--- config.mk ---
export PLATFORM = sky130hd
export DESIGN_NAME = ddc_regs
export DESIGN_NICKNAME = d
export VERILOG_FILES = /design/src/inc/ddc_pkg.sv /design/src/design/ddc_regs.sv
export SDC_FILE = /design/constraint.sdc
export NUM_CORES = 1
export LEC_CHECK = 0
export ABC_AREA = 0
export BUFFER_PORTS_ARGS = -buffer_cell sky130_fd_sc_hd__buf_4
export CORE_MARGIN = 1
export CORE_UTILIZATION = 35
export DETAILED_ROUTE_END_ITERATION = 10
export PLACE_DENSITY_LB_ADDON = 0.25
export SLEW_MARGIN = 40
export SYNTH_ARGS = -nofsm -noshare
export SYNTH_HDL_FRONTEND = slang
export SYNTH_SLANG_ARGS = --single-unit
--- constraint.sdc ---
create_clock -name clk -period 2.93 [get_ports clk]
set_input_delay 0.293 -clock clk [delete_from_list [all_inputs] [get_ports clk]]
set_output_delay 0.293 -clock clk [all_outputs]
set_load 0.01 [all_outputs]
--- src/inc/ddc_pkg.sv ---
// constants and types for the datapath configuration register bank
package ddc_pkg;
  // register offsets on the serial control interface
  localparam logic [4:0] DDC_ADDR_DATAPATH = 5'h00;
  localparam logic [4:0] DDC_ADDR_FORMAT = 5'h01;
  localparam logic [4:0] DDC_ADDR_LATENCY = 5'h02;
  localparam logic [4:0] DDC_ADDR_QUEUE = 5'h03;
  localparam int DDC_NUM_REGS = 4;
  // values after reset, and the value read back from unmapped addresses
  localparam logic [7:0] DDC_RST_DATAPATH = 8'h70;
  localparam logic [7:0] DDC_RST_FORMAT = 8'h11;
  localparam logic [7:0] DDC_RST_LATENCY = 8'h00;
  localparam logic [7:0] DDC_RST_QUEUE = 8'h10;
  localparam logic [7:0] DDC_READ_UNMAPPED = 8'h00;
  // datapath_control fields
  localparam int DDC_DP_OFFSET_EN = 7;
  localparam int DDC_DP_FIFO_EN = 6;
  localparam int DDC_DP_WRPTR_RST_EN = 5;
  localparam int DDC_DP_MULTI_SYNC_EN = 4;
  localparam int DDC_DP_ALARM_OUT_EN = 3;
  localparam int DDC_DP_ALARM_POL = 2;
  localparam int DDC_DP_MIXER_LSB = 0;
  // format_filter_control fields
  localparam int DDC_FF_INTERP_EN = 4;
  localparam int DDC_FF_SINC_EN = 3;
  localparam int DDC_FF_CHECKER_EN = 2;
  localparam int DDC_FF_TWOS = 0;
  // output_latency_control and queue_alarm_control fields
  localparam int DDC_LAT_LSB = 0;
  localparam int DDC_QA_GOOD_RUN_CLR = 7;
  localparam int DDC_QA_RD_OFFSET_LSB = 2;
  localparam int DDC_QA_NEAR_TWO_EN = 1;
  localparam int DDC_QA_NEAR_ONE_EN = 0;
  // serial framing, good-run length and alarm count
  localparam int DDC_INSTR_RW = 7;
  localparam logic [2:0] DDC_BIT_LAST = 3'h7;
  localparam logic [5:0] DDC_GOOD_RUN_LAST = 6'h3F; // 64 good samples
  localparam int DDC_ALARM_BITS = 7;

  typedef enum logic [1:0] {
    DDC_MIX_PASS = 2'b00,
    DDC_MIX_HALF = 2'b01,
    DDC_MIX_QUARTER_POS = 2'b10,
    DDC_MIX_QUARTER_NEG = 2'b11
  } ddc_mixer_t;

  typedef enum logic [1:0] {
    DDC_SER_IDLE = 2'b00,
    DDC_SER_INSTR = 2'b01,
    DDC_SER_DATA = 2'b10,
    DDC_SER_DONE = 2'b11
  } ddc_ser_state_t;

  typedef struct packed {
    logic offset_correct_enable;
    logic fifo_enable;
    logic interp_enable;
    logic sinc_correct_enable;
    logic checker_enable;
    logic twos_complement;
    ddc_mixer_t mixer_mode;
    logic [3:0] output_latency;
    logic [2:0] read_ptr_offset;
    logic good_run_alarm_clear;
  } ddc_cfg_t;
endpackage

--- src/design/ddc_regs.sv ---
// datapath configuration register bank with its serial control slave
`timescale 1ns/100ps
module ddc_regs (
  input wire logic clk, // 250 MHz system clock
  input wire logic rst, // async reset, active high
  input wire logic serial_clock, // host serial clock pin
  input wire logic serial_enable_n, // host frame enable pin, active low
  input wire logic serial_data_in, // two-way data pin, input side
  output logic serial_data_out, // two-way data pin, output side
  output logic serial_data_oe, // two-way data pin, high while driving
  input wire logic sync_marker, // frame marker pin
  input wire logic output_sync_strobe, // output sync strobe pin
  input wire logic multi_sync_sel, // read pointer source: 1 strobe, 0 marker
  input wire logic [6:0] alarm_status, // recorded alarms from the status bank
  input wire logic [6:0] alarm_mask, // 1 keeps that alarm off the pin
  input wire logic ptr_gap_two, // fifo pointers within two positions
  input wire logic ptr_gap_one, // fifo pointers within one position
  input wire logic good_sample, // one-cycle pulse per good input sample
  input wire logic bad_sample, // one-cycle pulse per bad input sample
  output ddc_pkg::ddc_cfg_t cfg, // configuration to the datapath
  output logic write_ptr_reset, // pulse: reset fifo write pointer
  output logic read_ptr_reset, // pulse: load read pointer with offset
  output logic near_two_alarm, // fifo alarm, pointers within two
  output logic near_one_alarm, // fifo alarm, pointers within one
  output logic alarm_auto_clear, // pulse: clear latched alarms
  output logic alarm_serial_out_pin, // alarm pin level
  output logic alarm_serial_out_oe // alarm pin enable
);
  logic [4:0] sync1;
  logic [4:0] sync2;
  logic sclk_prev;
  logic marker_prev;
  logic strobe_prev;
  logic [7:0] cfg_reg [ddc_pkg::DDC_NUM_REGS];
  logic [7:0] next_cfg_reg [ddc_pkg::DDC_NUM_REGS];
  ddc_pkg::ddc_ser_state_t state;
  ddc_pkg::ddc_ser_state_t next_state;
  logic [2:0] bit_cnt;
  logic [2:0] next_bit_cnt;
  logic [7:0] shift;
  logic [7:0] next_shift;
  logic is_read;
  logic next_is_read;
  logic [4:0] addr;
  logic [4:0] next_addr;
  logic next_sdo;
  logic next_sdo_oe;
  logic [5:0] good_cnt;
  logic [5:0] next_good_cnt;
  logic next_auto_clear;
  logic next_wr_rst;
  logic next_rd_rst;
  logic next_alarm_pin;
  logic next_alarm_oe;
  logic sclk_s;
  logic sen_n_s;
  logic sdi_s;
  logic marker_s;
  logic strobe_s;
  logic sclk_rise;
  logic sclk_fall;
  logic marker_rise;
  logic strobe_rise;
  logic masked_any;
  logic sinc_gate;
  logic next_sinc_gate;
  logic next_near_two;
  logic next_near_one;

  function automatic logic [7:0] reg_read(input logic [4:0] a, input logic [7:0] r0,
                                          input logic [7:0] r1, input logic [7:0] r2,
                                          input logic [7:0] r3);
    logic [7:0] v;
    v = ddc_pkg::DDC_READ_UNMAPPED;
    case (a)
      ddc_pkg::DDC_ADDR_DATAPATH: v = r0;
      ddc_pkg::DDC_ADDR_FORMAT: v = r1;
      ddc_pkg::DDC_ADDR_LATENCY: v = r2;
      ddc_pkg::DDC_ADDR_QUEUE: v = r3;
      default: v = ddc_pkg::DDC_READ_UNMAPPED;
    endcase
    return v;
  endfunction

  // pins are asynchronous to clk; only the second stage is looked at
  always_ff @(posedge clk or posedge rst) begin
    if (rst) begin
      sync1 <= 5'h1E;
      sync2 <= 5'h1E;
      sclk_prev <= 1'b1;
      marker_prev <= 1'b0;
      strobe_prev <= 1'b0;
    end else begin
      sync1 <= {serial_enable_n, serial_clock, serial_data_in, sync_marker, output_sync_strobe};
      sync2 <= sync1;
      sclk_prev <= sclk_s;
      marker_prev <= marker_s;
      strobe_prev <= strobe_s;
    end
  end

  assign sen_n_s = sync2[4];
  assign sclk_s = sync2[3];
  assign sdi_s = sync2[2];
  assign marker_s = sync2[1];
  assign strobe_s = sync2[0];
  assign sclk_rise = sclk_s & ~sclk_prev;
  assign sclk_fall = ~sclk_s & sclk_prev;
  assign marker_rise = marker_s & ~marker_prev;
  assign strobe_rise = strobe_s & ~strobe_prev;

  // serial slave: instruction byte (read bit, address), then data bytes with address increment
  always_comb begin
    next_state = state;
    next_bit_cnt = bit_cnt;
    next_shift = shift;
    next_is_read = is_read;
    next_addr = addr;
    next_sdo = serial_data_out;
    next_sdo_oe = serial_data_oe;
    for (int i = 0; i < ddc_pkg::DDC_NUM_REGS; i++) begin
      next_cfg_reg[i] = cfg_reg[i];
    end
    if (sen_n_s) begin
      next_state = ddc_pkg::DDC_SER_IDLE;
      next_sdo_oe = 1'b0;
      next_bit_cnt = 3'h0;
    end else begin
      unique case (state)
        ddc_pkg::DDC_SER_IDLE: begin
          next_state = ddc_pkg::DDC_SER_INSTR;
          next_bit_cnt = 3'h0;
        end
        ddc_pkg::DDC_SER_INSTR: begin
          if (sclk_rise) begin
            next_shift = {shift[6:0], sdi_s};
            next_bit_cnt = bit_cnt + 3'h1;
            if (bit_cnt == ddc_pkg::DDC_BIT_LAST) begin
              next_is_read = shift[ddc_pkg::DDC_INSTR_RW - 1];
              next_addr = {shift[3:0], sdi_s};
              next_state = ddc_pkg::DDC_SER_DATA;
            end
          end
        end
        ddc_pkg::DDC_SER_DATA: begin
          if (is_read) begin
            // drive each bit on the falling edge so the host samples it on the rise
            if (sclk_fall) begin
              if (bit_cnt == 3'h0) begin
                next_shift = reg_read(addr, cfg_reg[0], cfg_reg[1], cfg_reg[2], cfg_reg[3]);
                next_sdo = next_shift[7];
              end else begin
                next_sdo = shift[3'h7 - bit_cnt];
              end
              next_sdo_oe = 1'b1;
            end
            if (sclk_rise) begin
              next_bit_cnt = bit_cnt + 3'h1;
              if (bit_cnt == ddc_pkg::DDC_BIT_LAST) begin
                next_addr = addr + 5'h01;
              end
            end
          end else if (sclk_rise) begin
            next_shift = {shift[6:0], sdi_s};
            next_bit_cnt = bit_cnt + 3'h1;
            if (bit_cnt == ddc_pkg::DDC_BIT_LAST) begin
              next_state = ddc_pkg::DDC_SER_DONE;
            end
          end
        end
        ddc_pkg::DDC_SER_DONE: begin
          // commit only a whole byte; all bits kept as written, unused included
          if (addr < 5'(ddc_pkg::DDC_NUM_REGS)) begin
            next_cfg_reg[addr[1:0]] = shift;
          end
          next_addr = addr + 5'h01;
          next_state = ddc_pkg::DDC_SER_DATA;
        end
      endcase
    end
    // kept in a flop so the gated enable leaves the block registered
    next_sinc_gate = next_cfg_reg[1][ddc_pkg::DDC_FF_SINC_EN] &
                     next_cfg_reg[1][ddc_pkg::DDC_FF_INTERP_EN];
  end

  always_ff @(posedge clk or posedge rst) begin
    if (rst) begin
      state <= ddc_pkg::DDC_SER_IDLE;
      bit_cnt <= 3'h0;
      shift <= 8'h00;
      is_read <= 1'b0;
      addr <= 5'h00;
      serial_data_out <= 1'b0;
      serial_data_oe <= 1'b0;
      cfg_reg[0] <= ddc_pkg::DDC_RST_DATAPATH;
      cfg_reg[1] <= ddc_pkg::DDC_RST_FORMAT;
      cfg_reg[2] <= ddc_pkg::DDC_RST_LATENCY;
      cfg_reg[3] <= ddc_pkg::DDC_RST_QUEUE;
      sinc_gate <= ddc_pkg::DDC_RST_FORMAT[ddc_pkg::DDC_FF_SINC_EN] &
                   ddc_pkg::DDC_RST_FORMAT[ddc_pkg::DDC_FF_INTERP_EN];
    end else begin
      state <= next_state;
      bit_cnt <= next_bit_cnt;
      shift <= next_shift;
      is_read <= next_is_read;
      addr <= next_addr;
      serial_data_out <= next_sdo;
      serial_data_oe <= next_sdo_oe;
      for (int i = 0; i < ddc_pkg::DDC_NUM_REGS; i++) begin
        cfg_reg[i] <= next_cfg_reg[i];
      end
      sinc_gate <= next_sinc_gate;
    end
  end

  // fields straight off the register flip-flops
  assign cfg.offset_correct_enable = cfg_reg[0][ddc_pkg::DDC_DP_OFFSET_EN];
  assign cfg.fifo_enable = cfg_reg[0][ddc_pkg::DDC_DP_FIFO_EN];
  assign cfg.mixer_mode =
    ddc_pkg::ddc_mixer_t'(cfg_reg[0][ddc_pkg::DDC_DP_MIXER_LSB +: 2]);
  assign cfg.interp_enable = cfg_reg[1][ddc_pkg::DDC_FF_INTERP_EN];
  // sinc filter is meaningless without interpolation, so it is gated off here
  assign cfg.sinc_correct_enable = sinc_gate;
  assign cfg.checker_enable = cfg_reg[1][ddc_pkg::DDC_FF_CHECKER_EN];
  assign cfg.twos_complement = cfg_reg[1][ddc_pkg::DDC_FF_TWOS];
  assign cfg.output_latency = cfg_reg[2][ddc_pkg::DDC_LAT_LSB +: 4];
  assign cfg.read_ptr_offset = cfg_reg[3][ddc_pkg::DDC_QA_RD_OFFSET_LSB +: 3];
  assign cfg.good_run_alarm_clear = cfg_reg[3][ddc_pkg::DDC_QA_GOOD_RUN_CLR];

  assign masked_any = |(alarm_status & ~alarm_mask);

  // pointer resets, proximity alarms, alarm pin and good-run clearing
  always_comb begin
    next_wr_rst = marker_rise & cfg_reg[0][ddc_pkg::DDC_DP_WRPTR_RST_EN];
    next_rd_rst = cfg_reg[0][ddc_pkg::DDC_DP_MULTI_SYNC_EN] &
                  (multi_sync_sel ? strobe_rise : marker_rise);
    next_near_two = ptr_gap_two & cfg_reg[3][ddc_pkg::DDC_QA_NEAR_TWO_EN];
    next_near_one = ptr_gap_one & cfg_reg[3][ddc_pkg::DDC_QA_NEAR_ONE_EN];
    next_alarm_oe = cfg_reg[0][ddc_pkg::DDC_DP_ALARM_OUT_EN];
    next_alarm_pin = cfg_reg[0][ddc_pkg::DDC_DP_ALARM_POL] ? masked_any : ~masked_any;
    next_good_cnt = good_cnt;
    next_auto_clear = 1'b0;
    // a bad sample restarts the run; only consecutive good ones count
    if (!cfg_reg[3][ddc_pkg::DDC_QA_GOOD_RUN_CLR] || bad_sample) begin
      next_good_cnt = 6'h00;
    end else if (good_sample) begin
      next_good_cnt = good_cnt + 6'h01;
      if (good_cnt == ddc_pkg::DDC_GOOD_RUN_LAST) begin
        next_auto_clear = 1'b1;
        next_good_cnt = 6'h00;
      end
    end
  end

  always_ff @(posedge clk or posedge rst) begin
    if (rst) begin
      write_ptr_reset <= 1'b0;
      read_ptr_reset <= 1'b0;
      near_two_alarm <= 1'b0;
      near_one_alarm <= 1'b0;
      alarm_serial_out_pin <= 1'b1;
      alarm_serial_out_oe <= 1'b0;
      good_cnt <= 6'h00;
      alarm_auto_clear <= 1'b0;
    end else begin
      write_ptr_reset <= next_wr_rst;
      read_ptr_reset <= next_rd_rst;
      near_two_alarm <= next_near_two;
      near_one_alarm <= next_near_one;
      alarm_serial_out_pin <= next_alarm_pin;
      alarm_serial_out_oe <= next_alarm_oe;
      good_cnt <= next_good_cnt;
      alarm_auto_clear <= next_auto_clear;
    end
  end

  a_wr_ptr_gate: assert property (@(posedge clk) disable iff (rst)
    write_ptr_reset |-> $past(cfg_reg[0][ddc_pkg::DDC_DP_WRPTR_RST_EN]) && $past(marker_rise))
    else $error("write pointer reset without marker or enable");
  a_rd_ptr_src: assert property (@(posedge clk) disable iff (rst)
    read_ptr_reset |-> $past(cfg_reg[0][ddc_pkg::DDC_DP_MULTI_SYNC_EN]) &&
      ($past(multi_sync_sel) ? $past(strobe_rise) : $past(marker_rise)))
    else $error("read pointer reset from wrong source");
  a_alarm_pin_en: assert property (@(posedge clk) disable iff (rst)
    ##1 alarm_serial_out_oe == $past(cfg_reg[0][ddc_pkg::DDC_DP_ALARM_OUT_EN]))
    else $error("alarm pin enable not following its bit");
  a_alarm_polarity: assert property (@(posedge clk) disable iff (rst)
    // the release edge still holds the pin at its reset level, so no attempt starts there
    !rst |=> alarm_serial_out_pin ==
      ($past(masked_any) == $past(cfg_reg[0][ddc_pkg::DDC_DP_ALARM_POL])))
    else $error("alarm pin level wrong for polarity");
  a_mask_hides: assert property (@(posedge clk) disable iff (rst)
    ((alarm_status & ~alarm_mask) == 7'h00) |=> alarm_serial_out_pin ==
      ~cfg_reg[0][ddc_pkg::DDC_DP_ALARM_POL] || $changed(cfg_reg[0]))
    else $error("masked alarm reached the pin");
  a_sinc_needs_fir: assert property (@(posedge clk) disable iff (rst)
    cfg.sinc_correct_enable |-> cfg.interp_enable)
    else $error("sinc filter on without interpolation");
  a_near_two: assert property (@(posedge clk) disable iff (rst)
    near_two_alarm |-> $past(ptr_gap_two) && $past(cfg_reg[3][ddc_pkg::DDC_QA_NEAR_TWO_EN]))
    else $error("near-two alarm without cause");
  a_near_one: assert property (@(posedge clk) disable iff (rst)
    $past(ptr_gap_one) && $past(cfg_reg[3][ddc_pkg::DDC_QA_NEAR_ONE_EN]) |-> near_one_alarm)
    else $error("near-one alarm missed");
  a_good_run_clear: assert property (@(posedge clk) disable iff (rst)
    alarm_auto_clear |-> $past(good_cnt) == ddc_pkg::DDC_GOOD_RUN_LAST && $past(good_sample))
    else $error("alarm clear before 64 good samples");
  a_write_commit: assert property (@(posedge clk) disable iff (rst)
    $changed(cfg_reg[1]) |-> $past(state) == ddc_pkg::DDC_SER_DONE)
    else $error("register changed outside a completed write");
  a_read_drive: assert property (@(posedge clk) disable iff (rst)
    serial_data_oe |-> !$past(sen_n_s))
    else $error("data pin driven outside a frame");
  a_bad_restart: assert property (@(posedge clk) disable iff (rst)
    bad_sample |=> good_cnt == 6'h00 && !alarm_auto_clear)
    else $error("bad sample did not restart the good run");

  c_write_done: cover property (@(posedge clk) disable iff (rst)
    state == ddc_pkg::DDC_SER_DONE);
  c_read_byte: cover property (@(posedge clk) disable iff (rst)
    serial_data_oe && is_read);
  c_auto_clear: cover property (@(posedge clk) disable iff (rst) alarm_auto_clear);
  c_unmapped_write: cover property (@(posedge clk) disable iff (rst)
    state == ddc_pkg::DDC_SER_DONE && addr >= 5'(ddc_pkg::DDC_NUM_REGS));
  c_rd_ptr_strobe: cover property (@(posedge clk) disable iff (rst)
    read_ptr_reset && multi_sync_sel);
endmodule // ddc_regs

==> results.json, run 1 <==
{
  "synth.avg_cell_area_um2": 11.56,
  "crit_arrival_ns": 2.33,
  "crit_top_cell": "inv_1",
  "worstSetupStartpointType": "register",
  "critPathMaxStageDelay_ns": 0.66,
  "area_delta_synth_final_pct": 16.47,
  "rows": 37,
  "synth_top_area_share_pct": 41.49,
  "cts_hold_buf": 0,
  "initial_core_util_pct": 36.73,
  "p_total_w": 0.003501,
  "reg2reg_to": "cfg_reg[22]",
  "hold_viol": 0,
  "clk_latency_ns": 0.36,
  "synthCells": 334,
  "drtIter0Drc": 177,
  "post-cts-setup-buffers": 0,
  "path_clk_slew_ns": 0.08,
  "numClockSinks": 80,
  "dpl_cell_area_um2": 4252,
  "highest_layer": "met4",
  "clock_skew_ns": 0.009471,
  "dp_hpwl_um": 5897,
  "drive_above_1_share_pct": 35.20,
  "vias_per_cell": 5.117,
  "crit_fanout": 10,
  "largest_reg_flops": 32,
  "ff2ff_path_depth": 5,
  "cts_resized": 0,
  "synthArstFlopShare_pct": 100.0,
  "ant_nets": 0,
  "cts_tree": "yes",
  "syn-num-nets": 372,
  "yosysMostFrequentCell": "dfrtp_1",
  "run_status": "completed",
  "pwr_density_cell_nw_per_um2": 778.8,
  "synthDistinctLibCells": 50,
  "criticalPathCategory": "register to register",
  "numCtsBuffers": 9,
  "wl_met2_um": 3941,
  "synth_seq_cells": 80,
  "firstDrtPassIters": 4,
  "cts_buffer_depth": 2,
  "ctsRootBufferMaster": "clkbuf_8",
  "io_buffers": 50,
  "n_antenna_cell": 0,
  "fmax_mhz": 479.9,
  "r2r-start": "addr[1]",
  "slew_violations": 0,
  "relSlewSlack_pct": 57.22,
  "final_area_um2": 4496,
  "synth_area_leader_cell": "dfrtp_1",
  "r2r_slack_ns": 0.85,
  "io_pins": 51,
  "vdd_drop_max_uv": 276.5,
  "grt_max_degree": 38,
  "dr_total_vias": 2615,
  "p_leak_nw": 2.101,
  "synth_ff_type": "dfrtp_1",
  "synth-seq-area-share_pct": 52.38,
  "gp_congestion": 0.7973,
  "drt_wl_total_um": 8250,
  "die_area_um2": 11450,
  "end_kind": "register",
  "worstSetupStartpoint": "addr[1]",
  "antenna_found_initial": 0,
  "route.met3.wl_um": 316,
  "core_area_um2": 10510,
  "die_x_um": 107.0,
  "synth_edf_count": 0,
  "setup-violations-final": 0,
  "nNetsFinal": 408,
  "grt.total_usage_pct": 15.68,
  "crit_slowest_cell": "or4_4",
  "drc_errors": 0,
  "fin_setup_tns_ns": 0,
  "syn_area_um2": 3860,
  "period_share_pct": 71.12,
  "path_cells": "inv_1 > ha_1 > inv_1 > or4_4 > mux2_4",
  "wl_per_cell_um": 16.14,
  "max-cap-violations": 0,
  "yosys-top-cells-count": "64 x dfrtp_1, 27 x mux2_2, 23 x nand2_1",
  "endpoint": "cfg_reg[22]",
  "worst_slew_pin_slew_ns": 0.6409,
  "htree_levels": 3,
  "synthTopCellsByArea": "dfrtp_1 41%, dfstp_2 11%, mux2_2 7.9%",
  "grt_pass1_vias": 2691,
  "die_h_um": 107.0,
  "fin_crit_ns": 2.084,
  "min_path_type": "primary input to asynchronous set/reset pin",
  "grt_pass1_wl_um": 13630,
  "yosys_warnings": 0,
  "met1_length_um": 3868,
  "required_ns": 3.17,
  "rsz0062_at_grt": "false",
  "grt.overflow.total": 0
}
final cells by class:
type	instances	area, um2
Fill cell	980	6013
Sequential cell	80	2022
Multi-Input combinational cell	210	1604
Timing Repair Buffer	52	390.4
Tap cell	136	170.2
Clock buffer	9	123.9
Clock inverter	7	120.1
Inverter	17	65.06
how the worst min path moves through the flow:
stage                             from          end  slack [ns]  depth (start not counted)
final                              rst  strobe_prev       0.005                          2
after detailed placement      sync1[0]     sync2[0]        0.34                          0
after global routing      serial_clock     sync1[3]        0.03                          1
after CTS                          rst     shift[6]       0.003                          2
after global placement        sync1[0]     sync2[0]        0.33                          0
after floorplan            sync_marker     sync1[1]        0.30                          0
worst max-delay path, delay by kind of cell, from the launching register on:
family                   cells  cell delay (ns)
AND/OR/NAND/NOR              1             0.66
adder cells (fa/ha/maj)      1             0.38
multiplexers                 1             0.34
buffers and inverters        2             0.18
flip-flops                   1             0.43
layout by cell type, fill, tap and decap left out, types with 3 or more instances in the layout:
| master | Yosys | routed |
|---|---|---|
| a211oi_1 | 3 | 3 |
| o21ai_0 | 10 | 10 |
| a221o_1 | 3 | 3 |
| o22ai_1 | 5 | 5 |
| a22o_1 | 5 | 5 |
| nand3b_1 | 3 | 3 |
| clkbuf_8 | 0 | 9 |
| o221a_2 | 5 | 5 |
| dfstp_2 | 16 | 16 |
| inv_1 | 17 | 16 |
| nand2_1 | 23 | 23 |
| bufinv_16 | 0 | 3 |
| ha_1 | 12 | 12 |
| nor2_1 | 16 | 16 |
| nor3_1 | 4 | 4 |
| nand2b_1 | 7 | 7 |
| or3_1 | 3 | 3 |
| mux2_2 | 27 | 27 |
| and2_1 | 6 | 6 |
| a221oi_1 | 5 | 5 |
| dfrtp_1 | 64 | 64 |
| buf_4 | 16 | 52 |
| a22oi_1 | 7 | 7 |
| mux2i_1 | 6 | 6 |
| mux2_4 | 8 | 8 |
| nand3_1 | 8 | 8 |
| a31oi_1 | 5 | 5 |
| a21oi_1 | 11 | 11 |
| xor2_1 | 3 | 3 |
power breakdown:
part,switching [W],internal [W]
Combinational,0.000467,0.000446
Clock,0.000416,0.000567
Sequential,0.000268,0.00134
per-stage QoR:
step	instances	utilization, %	setup WS (ns)	hold slack (ns)
2_1_floorplan	334	-	0.6117	0.2975
3_3_place_gp	495	40.46	0.9117	0.3324
3_5_place_dp	495	40.46	0.8695	0.3364
4_1_cts	511	42.78	0.8458	0.003234
5_1_grt	511	42.78	0.6173	0.02524
6_report	511	42.78	0.8461	0.005224
logic make-up after synthesis:
| kind of cell | after synthesis | synth area share (%) |
|---|---|---|
| AOI/OAI and AO/OA | 67 | 12.48 |
| buffers and inverters | 44 | 6.061 |
| xor gates and xnor gates | 3 | 0.6808 |
| and+or+nand+nor | 86 | 11.67 |
| adders and majority gates | 12 | 3.890 |
| DFF | 80 | 52.38 |
| muxes | 42 | 12.84 |
layer usage:
layer	track usage, %	up-vias
li1	-	1257
met1	20.47	1297
met2	25.25	51
met3	3.222	10
met4	6.556	0
met5	0	-
Note: power is estimated with default switching activity, not from simulation.
==> run 2: changes to the inputs <==
--- a/config.mk
+++ b/config.mk
@@ -5,7 +5,7 @@
 export SDC_FILE = /design/constraint.sdc
 export NUM_CORES = 1
 export LEC_CHECK = 0
-export ABC_AREA = 0
+export ABC_AREA = 1
 export BUFFER_PORTS_ARGS = -buffer_cell sky130_fd_sc_hd__buf_4
 export CORE_MARGIN = 1
 export CORE_UTILIZATION = 35
==> constraint.sdc (replaced) <==
create_clock -name clk -period 1.9 [get_ports clk]
set_input_delay 0.19 -clock clk [delete_from_list [all_inputs] [get_ports clk]]
set_output_delay 0.19 -clock clk [all_outputs]
set_load 0.01 [all_outputs]
==> run 2 against run 1 <==
Critical endpoint is now shift[4]. Fmax grew 21%. Routed wire length up 20%. Combinational power increased by 130%. Synthesized cell count grew 48%. Synthesized area rose by 6.9%. Total power grew 80%. Worst setup slack lost 0.67 ns. Sequential power increased by 60%. Register-to-register slack got worse by 0.67 ns.
==> results.json, run 2 <==
{
  "synthTopCellsByArea": "dfrtp_1 39%, dfstp_2 10%, nand2_1 8.9%",
  "synthArstFlopShare_pct": 100.0,
  "synth.avg_cell_area_um2": 8.351,
  "setup_ws_ns": 0.1737,
  "drc_errors": 0,
  "r2r-start": "bit_cnt[0]",
  "crit_arrival_ns": 2.00,
  "ant_nets": 0,
  "synthCells": 494,
  "clock_skew_ns": 0.006509,
  "min_path_type": "primary input to register",
  "synth_area_leader_cell": "dfrtp_1",
  "max-cap-violations": 0,
  "ff2ff_path_depth": 8,
  "syn_area_um2": 4125,
  "vias_per_cell": 4.916,
  "mostFrequentLayoutCells": "98 x nand2_1, 64 x dfrtp_1, 62 x buf_4",
  "synth_top_area_share_pct": 38.82,
  "grt_pass1_wl_um": 16240,
  "clk_latency_ns": 0.34,
  "nNetsFinal": 582,
  "dp_hpwl_um": 7053,
  "relSlewSlack_pct": 71.90,
  "p_leak_nw": 2.435,
  "post-cts-setup-buffers": 0,
  "period_share_pct": 90.86,
  "fin_util_pct": 42.98,
  "yosysMostFrequentCell": "nand2_1",
  "antenna_found_initial": 0,
  "hold_viol": 0,
  "synth_ff_type": "dfrtp_1",
  "firstDrtPassIters": 4,
  "fin_setup_tns_ns": 0,
  "vdd_drop_max_uv": 691.4,
  "dp.cells": 670,
  "cts_tree": "yes",
  "hold_path_end": "near_one_alarm",
  "instances_no_fill": 692,
  "slew_violations": 0,
  "ctsRootBufferMaster": "clkbuf_16",
  "htree_levels": 3,
  "synth_edf_count": 0,
  "fin_crit_ns": 1.726,
  "pwr_density_cell_nw_per_um2": 1276,
  "drt_wl_total_um": 9897,
  "gp_congestion": 0.8237,
  "syn-num-nets": 532,
  "io_buffers": 50,
  "path_clk_slew_ns": 0.06,
  "post-place-ws_ns": 0.1832,
  "drtIter0Drc": 227,
  "grt.total_usage_pct": 17.05,
  "setup-violations-final": 0,
  "criticalPathCategory": "register to register",
  "grt_pass1_vias": 3181,
  "numClockSinks": 80,
  "rsz0062_at_grt": "false",
  "dr_total_vias": 3402,
  "grt.overflow.total": 0,
  "synthDistinctLibCells": 31,
  "required_ns": 2.17,
  "numCtsBuffers": 9,
  "worstSetupStartpointType": "register",
  "die_area_um2": 12220,
  "rows": 39,
  "initial_core_util_pct": 35.97,
  "n_antenna_cell": 0,
  "synth-seq-area-share_pct": 49.01,
  "crit_fanout": 10,
  "yosys-top-cells-count": "98 x nand2_1, 64 x dfrtp_1, 62 x inv_1",
  "dpl_cell_area_um2": 4588,
  "synth_seq_cells": 80,
  "worstHoldPathCells": 3,
  "final_common_cell": "nand2_1",
  "worst_slew_pin_slew_ns": 0.4205,
  "core_area_um2": 11470,
  "die_x_um": 110.6,
  "run_status": "completed",
  "r2r_slack_ns": 0.17,
  "end_kind": "register",
  "final_area_um2": 4928,
  "cts_buffer_depth": 2,
  "die_h_um": 110.6,
  "fmax_mhz": 579.3,
  "area_delta_synth_final_pct": 19.47,
  "wl_per_cell_um": 14.30,
  "min-delay-start": "ptr_gap_one",
  "drive_above_1_share_pct": 20.95,
  "yosys_warnings": 0,
  "grt_max_degree": 81,
  "largest_reg_flops": 32,
  "io_pins": 51,
  "reg2reg_to": "shift[4]"
}
run 2: layout make-up:
cell class	instances	area (um2)
tap	143	178.9
fill	1130	6539
sequential	80	2022
clock buffer	13	260.3
clock inverter	3	17.52
inverter	64	244.0
multi-input combinational	320	1660
timing repair buffer	69	545.5
run 2: cells by family (layout without fill, tap and decap cells):
logic type               Yosys count  in the layout  share of synthesized area, %
AND/OR/NAND/NOR                  213            213                         23.84
flip-flops                        80             80                         49.01
adder cells (fa/ha/maj)           12             12                         3.640
XOR/XNOR                           3              3                        0.6371
AO/OA/AOI/OAI                     89             89                         11.25
buffers and inverters             94            149                         10.80
multiplexers                       3              3                        0.8189
run 2: routing by layer:
layer	global-route usage [%]	wire length [um]
met1	23.17	4535
met2	26.46	4734
met3	3.842	523
met4	6.400	104
met5	0	0
run 2: worst max path at each step:
stage,end,start,slack (ns)
floorplan,cfg[8],addr[0],0.28
global placement,cfg_reg[0],addr[0],0.21
detailed placement,shift[1],bit_cnt[0],0.18
CTS,shift[4],bit_cnt[0],0.17
global route,shift[4],bit_cnt[0],0.0003
finish,shift[4],bit_cnt[0],0.17
run 2: what timing repair did:
action	CTS	global route
hold endpoints to repair	69	0
hold buffers	6	0
setup endpoints to repair	0	1
resized for setup	0	1
run 2: worst max-delay path, stage by stage (launching register included):
cell	delay, ns
dfrtp_1	0.43
inv_1	0.19
ha_1	0.20
nand2_1	0.07
o21ai_0	0.20
nand2_2	0.17
inv_1	0.22
nor2_1	0.07
a21oi_1	0.12
run 2: report_power, final:
group          switching (W)  internal (W)  leakage (nW)  total [W]
Sequential          0.000431       0.00213          1.01    0.00256
Combinational        0.00134      0.000765          1.29    0.00211
Clock               0.000667      0.000952         0.136    0.00162
run 2: stage by stage:
step                      power (W)  hold slack, ns
after floorplan            0.003986          0.1945
after global placement     0.004651          0.2983
after detailed placement   0.004682          0.2995
after CTS                  0.006357         0.02379
after global routing       0.006729         0.03355
final                      0.006289         0.03468
==> run 3: changes to the inputs <==
--- a/config.mk
+++ b/config.mk
@@ -11,6 +11,7 @@
 export CORE_UTILIZATION = 35
 export DETAILED_ROUTE_END_ITERATION = 10
 export PLACE_DENSITY_LB_ADDON = 0.25
+export SETUP_SLACK_MARGIN = 0.3
 export SLEW_MARGIN = 40
 export SYNTH_ARGS = -nofsm -noshare
 export SYNTH_HDL_FRONTEND = slang
==> run 3 against run 2 <==
Sequential power hardly changed. Via count grew 3.2%. Sequential share of layout area shrank 1.8 points. Clock skew barely moved. Routed wire length rose by 1.8%. Non-clock buffer count rose by 13. Clock power is 2% lower. Combinational power rose by 16%. Register-to-register slack gained 0.16 ns. Utilization grew 2.2 points. Total power is 5.2% higher. Critical path type unchanged.
==> results.json, run 3 (synthesis gave the netlist of run 2 again) <==
{
  "run_status": "completed",
  "grt_max_degree": 81,
  "rows": 39,
  "crit_slowest_cell": "dfrtp_2",
  "area_delta_synth_final_pct": 25.54,
  "fillers": 1071,
  "pwr_density_cell_nw_per_um2": 1278,
  "numClockSinks": 80,
  "drive_above_1_share_pct": 28.83,
  "dr_total_vias": 3511,
  "p_total_w": 0.006617,
  "regArea_um2": 2029,
  "ctsRootBufferMaster": "clkbuf_16",
  "wl_per_cell_um": 14.29,
  "dp_hpwl_um": 6904,
  "drc_errors": 0,
  "hold_viol": 0,
  "path_cells": "buf_4 > ha_1 > buf_6 > nand4_1 > nand2_2 > o21bai_1 > a21oi_1",
  "mostFrequentLayoutCells": "95 x nand2_1, 71 x buf_4, 58 x dfrtp_1",
  "whs_ns": 0.03348,
  "worst_slew_pin_slew_ns": 0.4429,
  "crit_fanout": 7,
  "swShare_pct": 39.13,
  "vdd_drop_max_uv": 613.6,
  "die_x_um": 110.6,
  "core_area_um2": 11470,
  "max-cap-violations": 0,
  "worstSetupStartpointType": "register",
  "antenna_found_initial": 0,
  "io_pins": 51,
  "switchingPower_w": 0.002589,
  "cts_tree": "yes",
  "final_common_cell": "nand2_1",
  "fmax_mhz": 640.0,
  "slew_violations": 0,
  "die_h_um": 110.6,
  "grt_pass1_wl_um": 16320,
  "grt.overflow.total": 0,
  "numCtsBuffers": 9,
  "multi_input_area_um2": 1775,
  "power_frac_comb_pct": 37.0,
  "cts_buffer_depth": 2,
  "internal-power_w": 0.004028,
  "setup_ws_ns": 0.3375,
  "path_clk_slew_ns": 0.06,
  "drt_wl_total_um": 10080,
  "ant_nets": 0,
  "end_kind": "register",
  "clock_skew_ns": 0.006016,
  "firstDrtPassIters": 7,
  "fin_crit_ns": 1.563,
  "critPathMaxStageDelay_ns": 0.45,
  "clock_power_share_pct": 23.9,
  "min_path_type": "primary input to register",
  "grt.total_usage_pct": 17.01,
  "setup-violations-final": 0,
  "htree_levels": 3,
  "power_frac_seq_pct": 39.1,
  "p_leak_nw": 2.506,
  "initial_core_util_pct": 35.97,
  "io_buffers": 50,
  "largest_reg_flops": 32,
  "vias_per_cell": 4.980,
  "die_area_um2": 12220,
  "worstHoldPathCells": 3,
  "drtIter0Drc": 260,
  "period_share_pct": 82.24,
  "relSlewSlack_pct": 70.47,
  "required_ns": 2.11,
  "grt_pass1_vias": 3345,
  "nNetsFinal": 595,
  "ff2ff_path_depth": 7,
  "crit_arrival_ns": 1.78,
  "fin_setup_tns_ns": 0,
  "gp_congestion": 0.8691,
  "post-place-ws_ns": 0.09780,
  "rsz0062_at_grt": "true",
  "criticalPathCategory": "register to register",
  "clk_latency_ns": 0.34,
  "n_antenna_cell": 0
}
## run 3: worst paths after layout
check / start / end / slack (ns)
worst max-delay path: addr[0] / serial_data_out / 0.34
worst min-delay path: ptr_gap_one / near_one_alarm / 0.03
worst max register to register: addr[0] / serial_data_out / 0.34
worst min register to register: sync1[0] / sync2[0] / 0.35
max in group asynchronous: rst / cfg[10] / 1.00
min in group asynchronous: rst / sync1[0] / 0.52
## run 3: layout make-up
type                            count  area share [%]
Clock buffer                       13           4.832
Clock inverter                      3          0.3382
Inverter                           64           4.856
Multi-Input combinational cell    320           34.28
Sequential cell                    80           39.19
Tap cell                          143           3.455
Timing Repair Buffer               82           13.05
## run 3: routing by layer
| metal | GRT usage, % | vias up | share of wire, % |
|---|---|---|---|
| met1 | 22.51 | 1666 | 45 |
| met3 | 4.775 | 21 | 5.5 |
| met2 | 26.38 | 105 | 47 |
| met4 | 6.578 | 0 | 2.0 |
| met5 | 0 | - | 0 |
| li1 | - | 1719 | - |
## run 3: metrics by stage
| stage | area, um2 | std cells | util (%) |
|---|---|---|---|
| 6_report | 5179 | 705 | 45.16 |
| 3_3_place_gp | 4566 | 667 | 39.81 |
| 3_5_place_dp | 4566 | 667 | 39.81 |
| 4_1_cts | 4991 | 696 | 43.52 |
| 5_1_grt | 5179 | 705 | 45.16 |
| 2_1_floorplan | 4131 | 494 | - |
## run 3: what timing repair did
item,in CTS,in global routing
hold endpoints to repair,41,0
setup buffers,7,9
endpoints found under the setup margin,34,47
hold buffers,6,0
pin swaps,6,9
gates resized for setup,13,36
## run 3: power groups by stage
stage | clock (W) | combinational [W] | sequential [W]
floorplan | 0 | 0.00157 | 0.00242
global placement | 0 | 0.00207 | 0.00256
detailed placement | 0 | 0.00211 | 0.00257
CTS | 0.00163 | 0.00222 | 0.00255
global route | 0.00169 | 0.00273 | 0.00264
finish | 0.00158 | 0.00245 | 0.00258
## run 3: worst max-delay path, delay by kind of cell (launching register included)
| kind | cells | cell delay (ns) |
|---|---|---|
| and+or+nand+nor | 2 | 0.19 |
| DFF | 1 | 0.45 |
| AOI/OAI and AO/OA | 2 | 0.28 |
| adders and majority gates | 1 | 0.23 |
| buffers and inverters | 2 | 0.29 |
